File: config.mk
export PLATFORM = sky130hd
export DESIGN_NAME = hpt_addr_gen
export DESIGN_NICKNAME = d
export VERILOG_FILES = /design/src/hpt_pkg.sv /design/src/hpt_hash_unit.sv /design/src/hpt_addr_gen.sv
export SDC_FILE = /design/constraint.sdc
export NUM_CORES = 2
export LEC_CHECK = 0
export BUFFER_PORTS_ARGS = -buffer_cell sky130_fd_sc_hd__buf_2
export CORE_MARGIN = 8
export CORE_UTILIZATION = 40
export DETAILED_ROUTE_END_ITERATION = 8
export PLACE_DENSITY = 0.59
export SYNTH_ARGS = -nofsm -noshare
export SYNTH_HDL_FRONTEND = slang
export SYNTH_HIERARCHICAL = 1
export SYNTH_SLANG_ARGS = --single-unit
export TNS_END_PERCENT = 100
File: constraint.sdc
create_clock -name clock -period 88.7 [get_ports clock]
set_input_delay 22.175 -clock clock [delete_from_list [all_inputs] [get_ports clock]]
set_output_delay 22.175 -clock clock [all_outputs]
set_load 0.005 [all_outputs]
File: src/hpt_pkg.sv
// Constants for the hashed page-table address generator and walker.
// Assumes big-endian field numbering has been mapped to LSB-0 here.
package hpt_pkg;
    // Bus and address widths
    localparam int EA_W = 64;
    localparam int VA_W = 80;
    localparam int PA_W = 64;
    localparam int OFS_W = 12;
    localparam int PI_W = 16;
    // 32-bit variant layout
    localparam int SEG_CNT = 16;
    localparam int SEG_IDX_W = 4;
    localparam int SEGID32_W = 24;
    localparam int HASH32_W = 19;
    localparam int LOW32_W = 10;
    localparam int ABPI32_W = 6;
    localparam int MASK32_W = 9;
    localparam int ORG32_LSB = 16;
    localparam int GRP32_ZEROS = 6;
    localparam int ADDR32_W = 32;
    // 64-bit variant layout
    localparam int SEL64_W = 36;
    localparam int SEGID64_W = 52;
    localparam int HASH64_W = 39;
    localparam int LOW64_W = 11;
    localparam int ABPI64_W = 5;
    localparam int MASK64_W = 18;
    localparam int SIZE64_W = 5;
    localparam int ORG64_LSB = 18;
    localparam int GRP64_ZEROS = 7;
    // Merged-bit count width
    localparam int CNT_W = 5;
    // Group walk
    localparam int GROUP_ENTRIES = 8;
    localparam int IDX_W = 3;
    localparam logic [PA_W-1:0] STRIDE32 = 64'h8;
    localparam logic [PA_W-1:0] STRIDE64 = 64'h10;
    // 32-bit entry first word, LSB-0
    localparam int E32_VALID = 31;
    localparam int E32_SEGID_LSB = 7;
    localparam int E32_HSEL = 6;
    localparam int E32_ABPI_LSB = 0;
    // 64-bit entry first doubleword, LSB-0
    localparam int E64_SEGID_LSB = 12;
    localparam int E64_ABPI_LSB = 7;
    localparam int E64_HSEL = 1;
    localparam int E64_VALID = 0;

    // Walker states, one-hot
    typedef enum logic [3:0] {
        HPT_IDLE = 4'b0001,
        HPT_SEG = 4'b0010,
        HPT_ADDR = 4'b0100,
        HPT_READ = 4'b1000
    } hpt_state_e;
endpackage : hpt_pkg

File: src/hpt_hash_unit.sv
// Combinational virtual-address build, hash and group address generation.
// Assumes latched effective address, segment identifier and descriptor.
module hpt_hash_unit #(
    parameter bit WIDE64 = 1'b0
) (
    input wire logic [hpt_pkg::EA_W-1:0] effAddr,
    input wire logic [hpt_pkg::SEGID64_W-1:0] segId,
    input wire logic [hpt_pkg::PA_W-1:0] descReg,
    input wire logic secondary,
    output logic [hpt_pkg::VA_W-1:0] virtAddr,
    output logic [hpt_pkg::PA_W-1:0] groupAddr,
    output logic [hpt_pkg::PA_W-1:0] tableBase,
    output logic [hpt_pkg::ABPI32_W-1:0] abbrevPageIndex,
    output logic [hpt_pkg::CNT_W-1:0] mergeBits
);
    import hpt_pkg::*;

    if (WIDE64) begin : g_wide
        logic [HASH64_W-1:0] hash;
        logic [MASK64_W-1:0] mask;
        logic [PI_W-1:0] pageIdx;
        assign pageIdx = effAddr[OFS_W +: PI_W];
        // Size field is a count of mask ones, one compare per bit
        for (genvar i = 0; i < MASK64_W; i++) begin : g_mask
            assign mask[i] = (descReg[SIZE64_W-1:0] > SIZE64_W'(i));
        end
        // Secondary hash is the complement of the primary [RL13]
        assign hash = segId[HASH64_W-1:0]
            ^ {{(HASH64_W-PI_W){1'b0}}, pageIdx}
            ^ {HASH64_W{secondary}}; // [RL6] [RL8] [RL13]
        assign virtAddr = {segId, effAddr[EA_W-SEL64_W-1:0]}; // [RL5]
        // Masked hash ORed into origin; zeroed origin bits are assumed [RL3]
        assign groupAddr = {descReg[PA_W-1:ORG64_LSB+MASK64_W],
            descReg[ORG64_LSB +: MASK64_W] | (hash[LOW64_W +: MASK64_W] & mask),
            hash[LOW64_W-1:0], {GRP64_ZEROS{1'b0}}}; // [RL7]
        assign tableBase = {descReg[PA_W-1:ORG64_LSB], {ORG64_LSB{1'b0}}};
        assign abbrevPageIndex = {1'b0, pageIdx[PI_W-1 -: ABPI64_W]}; // [RL8]
        assign mergeBits = CNT_W'($countones(mask)); // [RL16]
    end else begin : g_narrow
        logic [HASH32_W-1:0] hash;
        logic [MASK32_W-1:0] mask;
        logic [PI_W-1:0] pageIdx;
        assign pageIdx = effAddr[OFS_W +: PI_W];
        assign mask = descReg[MASK32_W-1:0];
        assign hash = segId[HASH32_W-1:0]
            ^ {{(HASH32_W-PI_W){1'b0}}, pageIdx}
            ^ {HASH32_W{secondary}}; // [RL10] [RL12] [RL13]
        assign virtAddr = {{(VA_W-SEGID32_W-ADDR32_W+SEG_IDX_W){1'b0}},
            segId[SEGID32_W-1:0],
            effAddr[ADDR32_W-SEG_IDX_W-1:0]}; // [RL9]
        // Upper hash bits merge into origin under the mask [RL3]
        assign groupAddr = {{(PA_W-ADDR32_W){1'b0}},
            descReg[ADDR32_W-1:ORG32_LSB+MASK32_W],
            descReg[ORG32_LSB +: MASK32_W] | (hash[LOW32_W +: MASK32_W] & mask),
            hash[LOW32_W-1:0], {GRP32_ZEROS{1'b0}}}; // [RL11] [RL2]
        assign tableBase = {{(PA_W-ADDR32_W){1'b0}},
            descReg[ADDR32_W-1:ORG32_LSB], {ORG32_LSB{1'b0}}}; // [RL1]
        assign abbrevPageIndex = pageIdx[PI_W-1 -: ABPI32_W]; // [RL12]
        assign mergeBits = CNT_W'($countones(mask)); // [RL16]
    end
endmodule : hpt_hash_unit

File: src/hpt_addr_gen.sv
// Hashed page-table walker: segment lookup, group addressing and search.
// Assumes a memory read port that answers memReq with a one-cycle memAck
// carrying the entry's first word (32-bit) or doubleword (64-bit) in
// memData, and, in the 64-bit variant, an outside segment lookup that
// returns segDesc64 combinationally for segSelect.
//
// Contract
// RL1: 32-bit table base is origin plus 16 zeros
// RL2: 32-bit group address low six bits zero
// RL3: Software zeroes origin bits under size mask
// RL4: Primary takes H clear, secondary H set
// RL5: 64-bit: 36 EA bits pick descriptor, 80-bit VA
// RL6: 64-bit hash: VA 13-51 XOR 52-67
// RL7: 64-bit group: masked hash OR origin, seven zeros
// RL8: 64-bit: 11 index bits hashed, 5-bit compare
// RL9: 32-bit: top four bits pick segment, 52-bit VA
// RL10: 32-bit hash: VA 5-23 XOR 24-39
// RL11: 32-bit group: masked hash OR origin, six zeros
// RL12: 32-bit: 10 index bits hashed, 6-bit compare
// RL13: Secondary hash is complement of primary
// RL14: Hit needs valid, identifier, index, proper H
// RL15: Up to sixteen entries, else page fault
// RL16: Merge width from mask; width by parameter
// RL17: Secondary address only after primary miss
module hpt_addr_gen #(
    parameter bit WIDE64 = 1'b0
) (
    input wire logic clock,
    input wire logic rst,
    // Segment register writes (32-bit variant)
    input wire logic segWrEn,
    input wire logic [hpt_pkg::SEG_IDX_W-1:0] segWrIndex,
    input wire logic [hpt_pkg::SEGID32_W-1:0] segWrData,
    // Table descriptor register write
    input wire logic descWrEn,
    input wire logic [hpt_pkg::PA_W-1:0] descWrData,
    // Search request
    input wire logic searchStart,
    input wire logic [hpt_pkg::EA_W-1:0] effAddr,
    output logic searchBusy,
    // Segment descriptor lookup (64-bit variant)
    output logic [hpt_pkg::SEL64_W-1:0] segSelect,
    input wire logic [hpt_pkg::SEGID64_W-1:0] segDesc64,
    // Memory read port
    output logic memReq,
    output logic [hpt_pkg::PA_W-1:0] memAddr,
    input wire logic memAck,
    input wire logic [hpt_pkg::PA_W-1:0] memData,
    // Results
    output logic hitPulse,
    output logic faultPulse,
    output logic hitSecondary,
    output logic [hpt_pkg::PA_W-1:0] hitEntryData,
    output logic [hpt_pkg::PA_W-1:0] hitEntryAddr,
    output logic [hpt_pkg::VA_W-1:0] virtAddr,
    output logic [hpt_pkg::PA_W-1:0] tableBase,
    output logic [hpt_pkg::PA_W-1:0] primaryGroupAddr,
    output logic [hpt_pkg::CNT_W-1:0] mergeBitCount,
    output logic [hpt_pkg::PA_W-1:0] descReadback
);
    import hpt_pkg::*;

    localparam logic [PA_W-1:0] STRIDE = WIDE64 ? STRIDE64 : STRIDE32;

    hpt_state_e state_ff;
    hpt_state_e nxt_state;
    logic [SEGID32_W-1:0] segRegs_ff [SEG_CNT];
    logic [PA_W-1:0] desc_ff;
    logic [EA_W-1:0] ea_ff;
    logic [SEGID64_W-1:0] segId_ff;
    logic secondary_ff;
    logic [IDX_W-1:0] idx_ff;
    logic [PA_W-1:0] memAddr_ff;
    logic hit_ff;
    logic fault_ff;
    logic hitSec_ff;
    logic [PA_W-1:0] hitData_ff;
    logic [PA_W-1:0] hitAddr_ff;
    logic [VA_W-1:0] va_ff;
    logic [PA_W-1:0] base_ff;
    logic [PA_W-1:0] priGrp_ff;
    logic [CNT_W-1:0] mergeCnt_ff;

    logic [VA_W-1:0] vaNow;
    logic [PA_W-1:0] grpNow;
    logic [PA_W-1:0] baseNow;
    logic [ABPI32_W-1:0] pageKeyNow;
    logic [CNT_W-1:0] mergeNow;
    logic entryMatch;
    logic lastEntry;
    logic [SEGID64_W-1:0] segPick;

    // Address arithmetic kept apart so the walker stays readable
    hpt_hash_unit #(
        .WIDE64(WIDE64)
    ) u_hash (
        .effAddr(ea_ff),
        .segId(segId_ff),
        .descReg(desc_ff),
        .secondary(secondary_ff),
        .virtAddr(vaNow),
        .groupAddr(grpNow),
        .tableBase(baseNow),
        .abbrevPageIndex(pageKeyNow),
        .mergeBits(mergeNow)
    );

    // Segment registers, written by software
    always_ff @(posedge clock or posedge rst) begin
        if (rst) begin
            for (int i = 0; i < SEG_CNT; i++) begin
                segRegs_ff[i] <= '0;
            end
        end else if (segWrEn) begin
            segRegs_ff[segWrIndex] <= segWrData;
        end
    end

    // Table descriptor; a write during a walk would tear the addresses
    // of one search, so it is dropped unless the walker is idle
    always_ff @(posedge clock or posedge rst) begin
        if (rst) begin
            desc_ff <= '0;
        end else if (descWrEn && state_ff == HPT_IDLE) begin
            desc_ff <= WIDE64 ? descWrData
                : {{(PA_W-ADDR32_W){1'b0}}, descWrData[ADDR32_W-1:0]};
        end
    end

    // Segment selection by the top effective-address bits
    always_comb begin
        if (WIDE64) begin
            segSelect = ea_ff[EA_W-1 -: SEL64_W]; // [RL5]
            segPick = segDesc64; // [RL5]
        end else begin
            segSelect = {{(SEL64_W-SEG_IDX_W){1'b0}},
                ea_ff[ADDR32_W-1 -: SEG_IDX_W]};
            segPick = {{(SEGID64_W-SEGID32_W){1'b0}},
                segRegs_ff[ea_ff[ADDR32_W-1 -: SEG_IDX_W]]}; // [RL9]
        end
    end

    // Entry screening against the search key
    always_comb begin
        if (WIDE64) begin
            entryMatch = memData[E64_VALID]
                && memData[E64_SEGID_LSB +: SEGID64_W] == segId_ff
                && memData[E64_ABPI_LSB +: ABPI64_W]
                    == pageKeyNow[ABPI64_W-1:0]
                && memData[E64_HSEL] == secondary_ff; // [RL14] [RL4] [RL8]
        end else begin
            entryMatch = memData[E32_VALID]
                && memData[E32_SEGID_LSB +: SEGID32_W]
                    == segId_ff[SEGID32_W-1:0]
                && memData[E32_ABPI_LSB +: ABPI32_W] == pageKeyNow
                && memData[E32_HSEL] == secondary_ff; // [RL14] [RL4] [RL12]
        end
    end

    assign lastEntry = (idx_ff == IDX_W'(GROUP_ENTRIES - 1));

    // Walker sequencing
    always_comb begin
        nxt_state = state_ff;
        unique case (state_ff)
            HPT_IDLE: begin
                if (searchStart) begin
                    nxt_state = HPT_SEG;
                end
            end
            HPT_SEG: begin
                nxt_state = HPT_ADDR;
            end
            HPT_ADDR: begin
                nxt_state = HPT_READ;
            end
            HPT_READ: begin
                if (memAck) begin
                    if (entryMatch) begin
                        nxt_state = HPT_IDLE;
                    end else if (lastEntry) begin
                        // Second group only after a primary miss [RL17]
                        nxt_state = secondary_ff ? HPT_IDLE : HPT_ADDR;
                    end
                end
            end
            default: begin
                nxt_state = HPT_IDLE;
            end
        endcase
    end

    always_ff @(posedge clock or posedge rst) begin
        if (rst) begin
            state_ff <= HPT_IDLE;
        end else begin
            state_ff <= nxt_state;
        end
    end

    // Request capture: address at start, segment identifier one cycle on
    always_ff @(posedge clock or posedge rst) begin
        if (rst) begin
            ea_ff <= '0;
            segId_ff <= '0;
        end else if (state_ff == HPT_IDLE && searchStart) begin
            ea_ff <= effAddr;
        end else if (state_ff == HPT_SEG) begin
            segId_ff <= segPick;
        end
    end

    // Group selector and entry index within the group
    always_ff @(posedge clock or posedge rst) begin
        if (rst) begin
            secondary_ff <= 1'b0;
            idx_ff <= '0;
        end else if (state_ff == HPT_IDLE) begin
            secondary_ff <= 1'b0;
            idx_ff <= '0;
        end else if (state_ff == HPT_READ && memAck && !entryMatch) begin
            idx_ff <= idx_ff + IDX_W'(1); // [RL15]
            if (lastEntry) begin
                secondary_ff <= 1'b1; // [RL17]
            end
        end
    end

    // Read address: group base, then one stride per entry
    always_ff @(posedge clock or posedge rst) begin
        if (rst) begin
            memAddr_ff <= '0;
        end else if (state_ff == HPT_ADDR) begin
            memAddr_ff <= grpNow; // [RL17]
        end else if (state_ff == HPT_READ && memAck) begin
            memAddr_ff <= memAddr_ff + STRIDE;
        end
    end

    assign memReq = (state_ff == HPT_READ); // [RL17]
    assign memAddr = memAddr_ff;
    assign searchBusy = (state_ff != HPT_IDLE);

    // Outcome pulses; a fault only after both groups of eight missed
    always_ff @(posedge clock or posedge rst) begin
        if (rst) begin
            hit_ff <= 1'b0;
            fault_ff <= 1'b0;
        end else begin
            hit_ff <= (state_ff == HPT_READ) && memAck && entryMatch;
            fault_ff <= (state_ff == HPT_READ) && memAck && !entryMatch
                && lastEntry && secondary_ff; // [RL15]
        end
    end

    // Captured hit entry and where it was found
    always_ff @(posedge clock or posedge rst) begin
        if (rst) begin
            hitSec_ff <= 1'b0;
            hitData_ff <= '0;
            hitAddr_ff <= '0;
        end else if (state_ff == HPT_READ && memAck && entryMatch) begin
            hitSec_ff <= secondary_ff;
            hitData_ff <= memData;
            hitAddr_ff <= memAddr_ff;
        end
    end

    // Search addresses shown for software and debug
    always_ff @(posedge clock or posedge rst) begin
        if (rst) begin
            va_ff <= '0;
            priGrp_ff <= '0;
        end else if (state_ff == HPT_ADDR && !secondary_ff) begin
            va_ff <= vaNow;
            priGrp_ff <= grpNow;
        end
    end

    // Table geometry follows the descriptor every cycle
    always_ff @(posedge clock or posedge rst) begin
        if (rst) begin
            base_ff <= '0;
            mergeCnt_ff <= '0;
        end else begin
            base_ff <= baseNow; // [RL1]
            mergeCnt_ff <= mergeNow; // [RL16]
        end
    end

    assign hitPulse = hit_ff;
    assign faultPulse = fault_ff;
    assign hitSecondary = hitSec_ff;
    assign hitEntryData = hitData_ff;
    assign hitEntryAddr = hitAddr_ff;
    assign virtAddr = va_ff;
    assign tableBase = base_ff;
    assign primaryGroupAddr = priGrp_ff;
    assign mergeBitCount = mergeCnt_ff;
    assign descReadback = desc_ff;
endmodule : hpt_addr_gen

==> metrics.txt <==
Iteration-0 DRC Markers=1540; # clock sinks=888; GP Congestion=0.814; RSZ-0062 raised after global routing=no; via count=23600; CP arrival=26.30 ns; gr ovfl total=0; # nets final=3512; synthesized area per cell=14.4 µm²; total CTS buffers=98; H-tree Lvls=3; Area Overhead vs Synth=16.9%; area of the multi-input gates=15300 µm²; P_int=0.00102 W; Root Driver=clkbuf_16; routed vias/inst=5.14; worst skew pair latency=0.68 ns; sequential fraction of design power=42.1%; Final Hold Fails=0; 1st-pass router iterations=5; Max clock buf depth=3; # fillers=8795; first-pass GRT wire length=166000 µm; Max-slew headroom=19.6%; clk slew on worst S/H paths=0.06 ns; fin crit share=29.0%; Site Rows=115; Placed Instances=4411; I/O Buffers=607; CTS tree=done; Antenna Violating Nets Remaining=0; largest net degree at the start of global routing=181; Synth Instances=2740; gr usage total=20.3%; Hold Path Class=reg -> reg; Peak Freq=38.8 MHz; drt total wl=113000 µm; Max Cap Violations=0; CP endpoint kind=register; Clk pwr share=30.4%; core area=98100 µm²; IO Count=788; sw power=0.000459 W; final number of max-transition violations=0; Die W=330 µm; Final Skew=0.0296 ns; worst vdd rail ir drop=31.6 µV; worst-path fanout max=79; Setup TNS=0 ns; Slew @ Worst Pin=1.20 ns; Avg WL per Cell=24.6 µm; LEAKAGE=21.9 nW; Setup Crit Path Kind=in -> reg; Setup-failing EPs final=0; HPWL after DPL=76300 µm; Post-route DRC=0; Register Area=22200 µm²; min Tclk post-route=25.76 ns; combinational power share=27.5%; WP data required=89.24 ns; PwrDens=31.9 nW/µm²; setup bufs post-CTS=0; DIE AREA=109000 µm²; DIE HEIGHT=330 µm; PostCTS Resize Cnt=0; starting density of the core=40.3%; layout cells sized above 1=51.5%; non-filler cells, final=4596; hold_buf cts=0; Sw Ratio=31.2%; Synth Warn #=6; Setup crit start kind=input port; outcome=finished clean; number of global-route vias before repair=24200; initial antenna violation count=12; mapped cell area=39500 µm²
worst max-delay path, cell delays in order:
cell and delay, ns:
buf_2 0.12, xnor2_1 0.66, nand4_1 0.44, nor4_1 0.80
nand3_4 0.85, buf_4 0.75, mux2_2 0.43
registers in the layout, summed over array words and instances, names as in the netlist, 3 cells and up:
register / cells
hitEntryData: 64
hitEntryAddr: 64
ea_ff: 32
primaryGroupAddr: 64
descReadback: 32
segRegs_ff: 384
state_ff: 4
mergeBitCount: 5
memAddr: 64
idx_ff: 3
tableBase: 64
segId_ff: 24
virtAddr: 80
worst paths after layout:
kind | from | end | slack, ns | depth (start not counted)
setup / recovery | memData[23] | hitEntryAddr[57] | 62.94 | 7
min in group asynchronous | rst | hitEntryData[23] | 21.67 | 2
setup reg to reg | segId_ff[16] | hitEntryAddr[57] | 84.05 | 6
hold reg to reg | descReadback[18] | tableBase[18] | 0.43 | 0
max in group asynchronous | rst | ea_ff[28] | 63.85 | 5
hold / removal | descReadback[18] | tableBase[18] | 0.43 | 0
per-layer routing:
metal | track usage [%] | share of wire, % | vias to the layer above | routed length, µm
li1 | - | - | 10400 | -
met1 | 27.4 | 43 | 12400 | 48800
met2 | 33.0 | 48 | 642 | 54500
met3 | 4.27 | 6.0 | 158 | 6820
met4 | 5.86 | 2.6 | 6 | 2920
met5 | 0 | 0.042 | - | 48
metrics by stage:
stage / area, µm² / util (%) / hold slack [ns] / setup slack, ns / total power (W)
after floorplan: 40200 / - / 0.452 / 41.57 / 0.000880
after global placement: 42600 / 43.4 / 0.419 / 62.09 / 0.00103
after detailed placement: 42600 / 43.4 / 0.428 / 62.12 / 0.00104
after CTS: 46200 / 47.0 / 0.437 / 62.85 / 0.00150
after global routing: 46200 / 47.0 / 0.458 / 62.58 / 0.00155
final: 46200 / 47.1 / 0.434 / 62.94 / 0.00147
power groups by stage:
stage	clock, W	sequential [W]	combinational [W]
6_report	0.000448	0.000621	0.000406
2_1_floorplan	0	0.000588	0.000292
3_5_place_dp	0	0.000629	0.000414
4_1_cts	0.000460	0.000622	0.000416
3_3_place_gp	0	0.000625	0.000409
5_1_grt	0.000477	0.000638	0.000440
area by class of cell:
type	count	area share, %
clock buffers	141	6.10
repair buffers	640	7.20
well taps	1287	3.49
multi-input cells	1564	33.1
clock inverters	38	1.64
diodes	6	0.0325
flip-flops and latches	888	48.1
inverters	32	0.276
cells in the final DEF (no fill, tap or decap), types with 5 or more instances in the layout:
cell / n
mux4_2: 120
clkbuf_16: 99
nor4_1: 7
a21oi_1: 20
a221o_1: 10
or4_1: 10
nor2_4: 9
nand4_1: 23
nand2_1: 91
and4_1: 10
ha_1: 5
bufinv_16: 19
o311ai_0: 16
and3_1: 12
mux2_2: 744
o211ai_1: 14
inv_1: 31
o21ai_0: 46
buf_4: 30
clkinv_2: 10
buf_2: 607
a21o_1: 8
fa_1: 5
xnor2_1: 52
dfrtp_1: 883
nor3_1: 9
diode_2: 6
nor2_1: 24
conb_1: 179
or3_1: 6
clkbuf_8: 18
a31oi_1: 13
clkbuf_1: 24
xor2_1: 5
nand3_1: 45
Note: power is estimated with default switching activity, not from simulation.
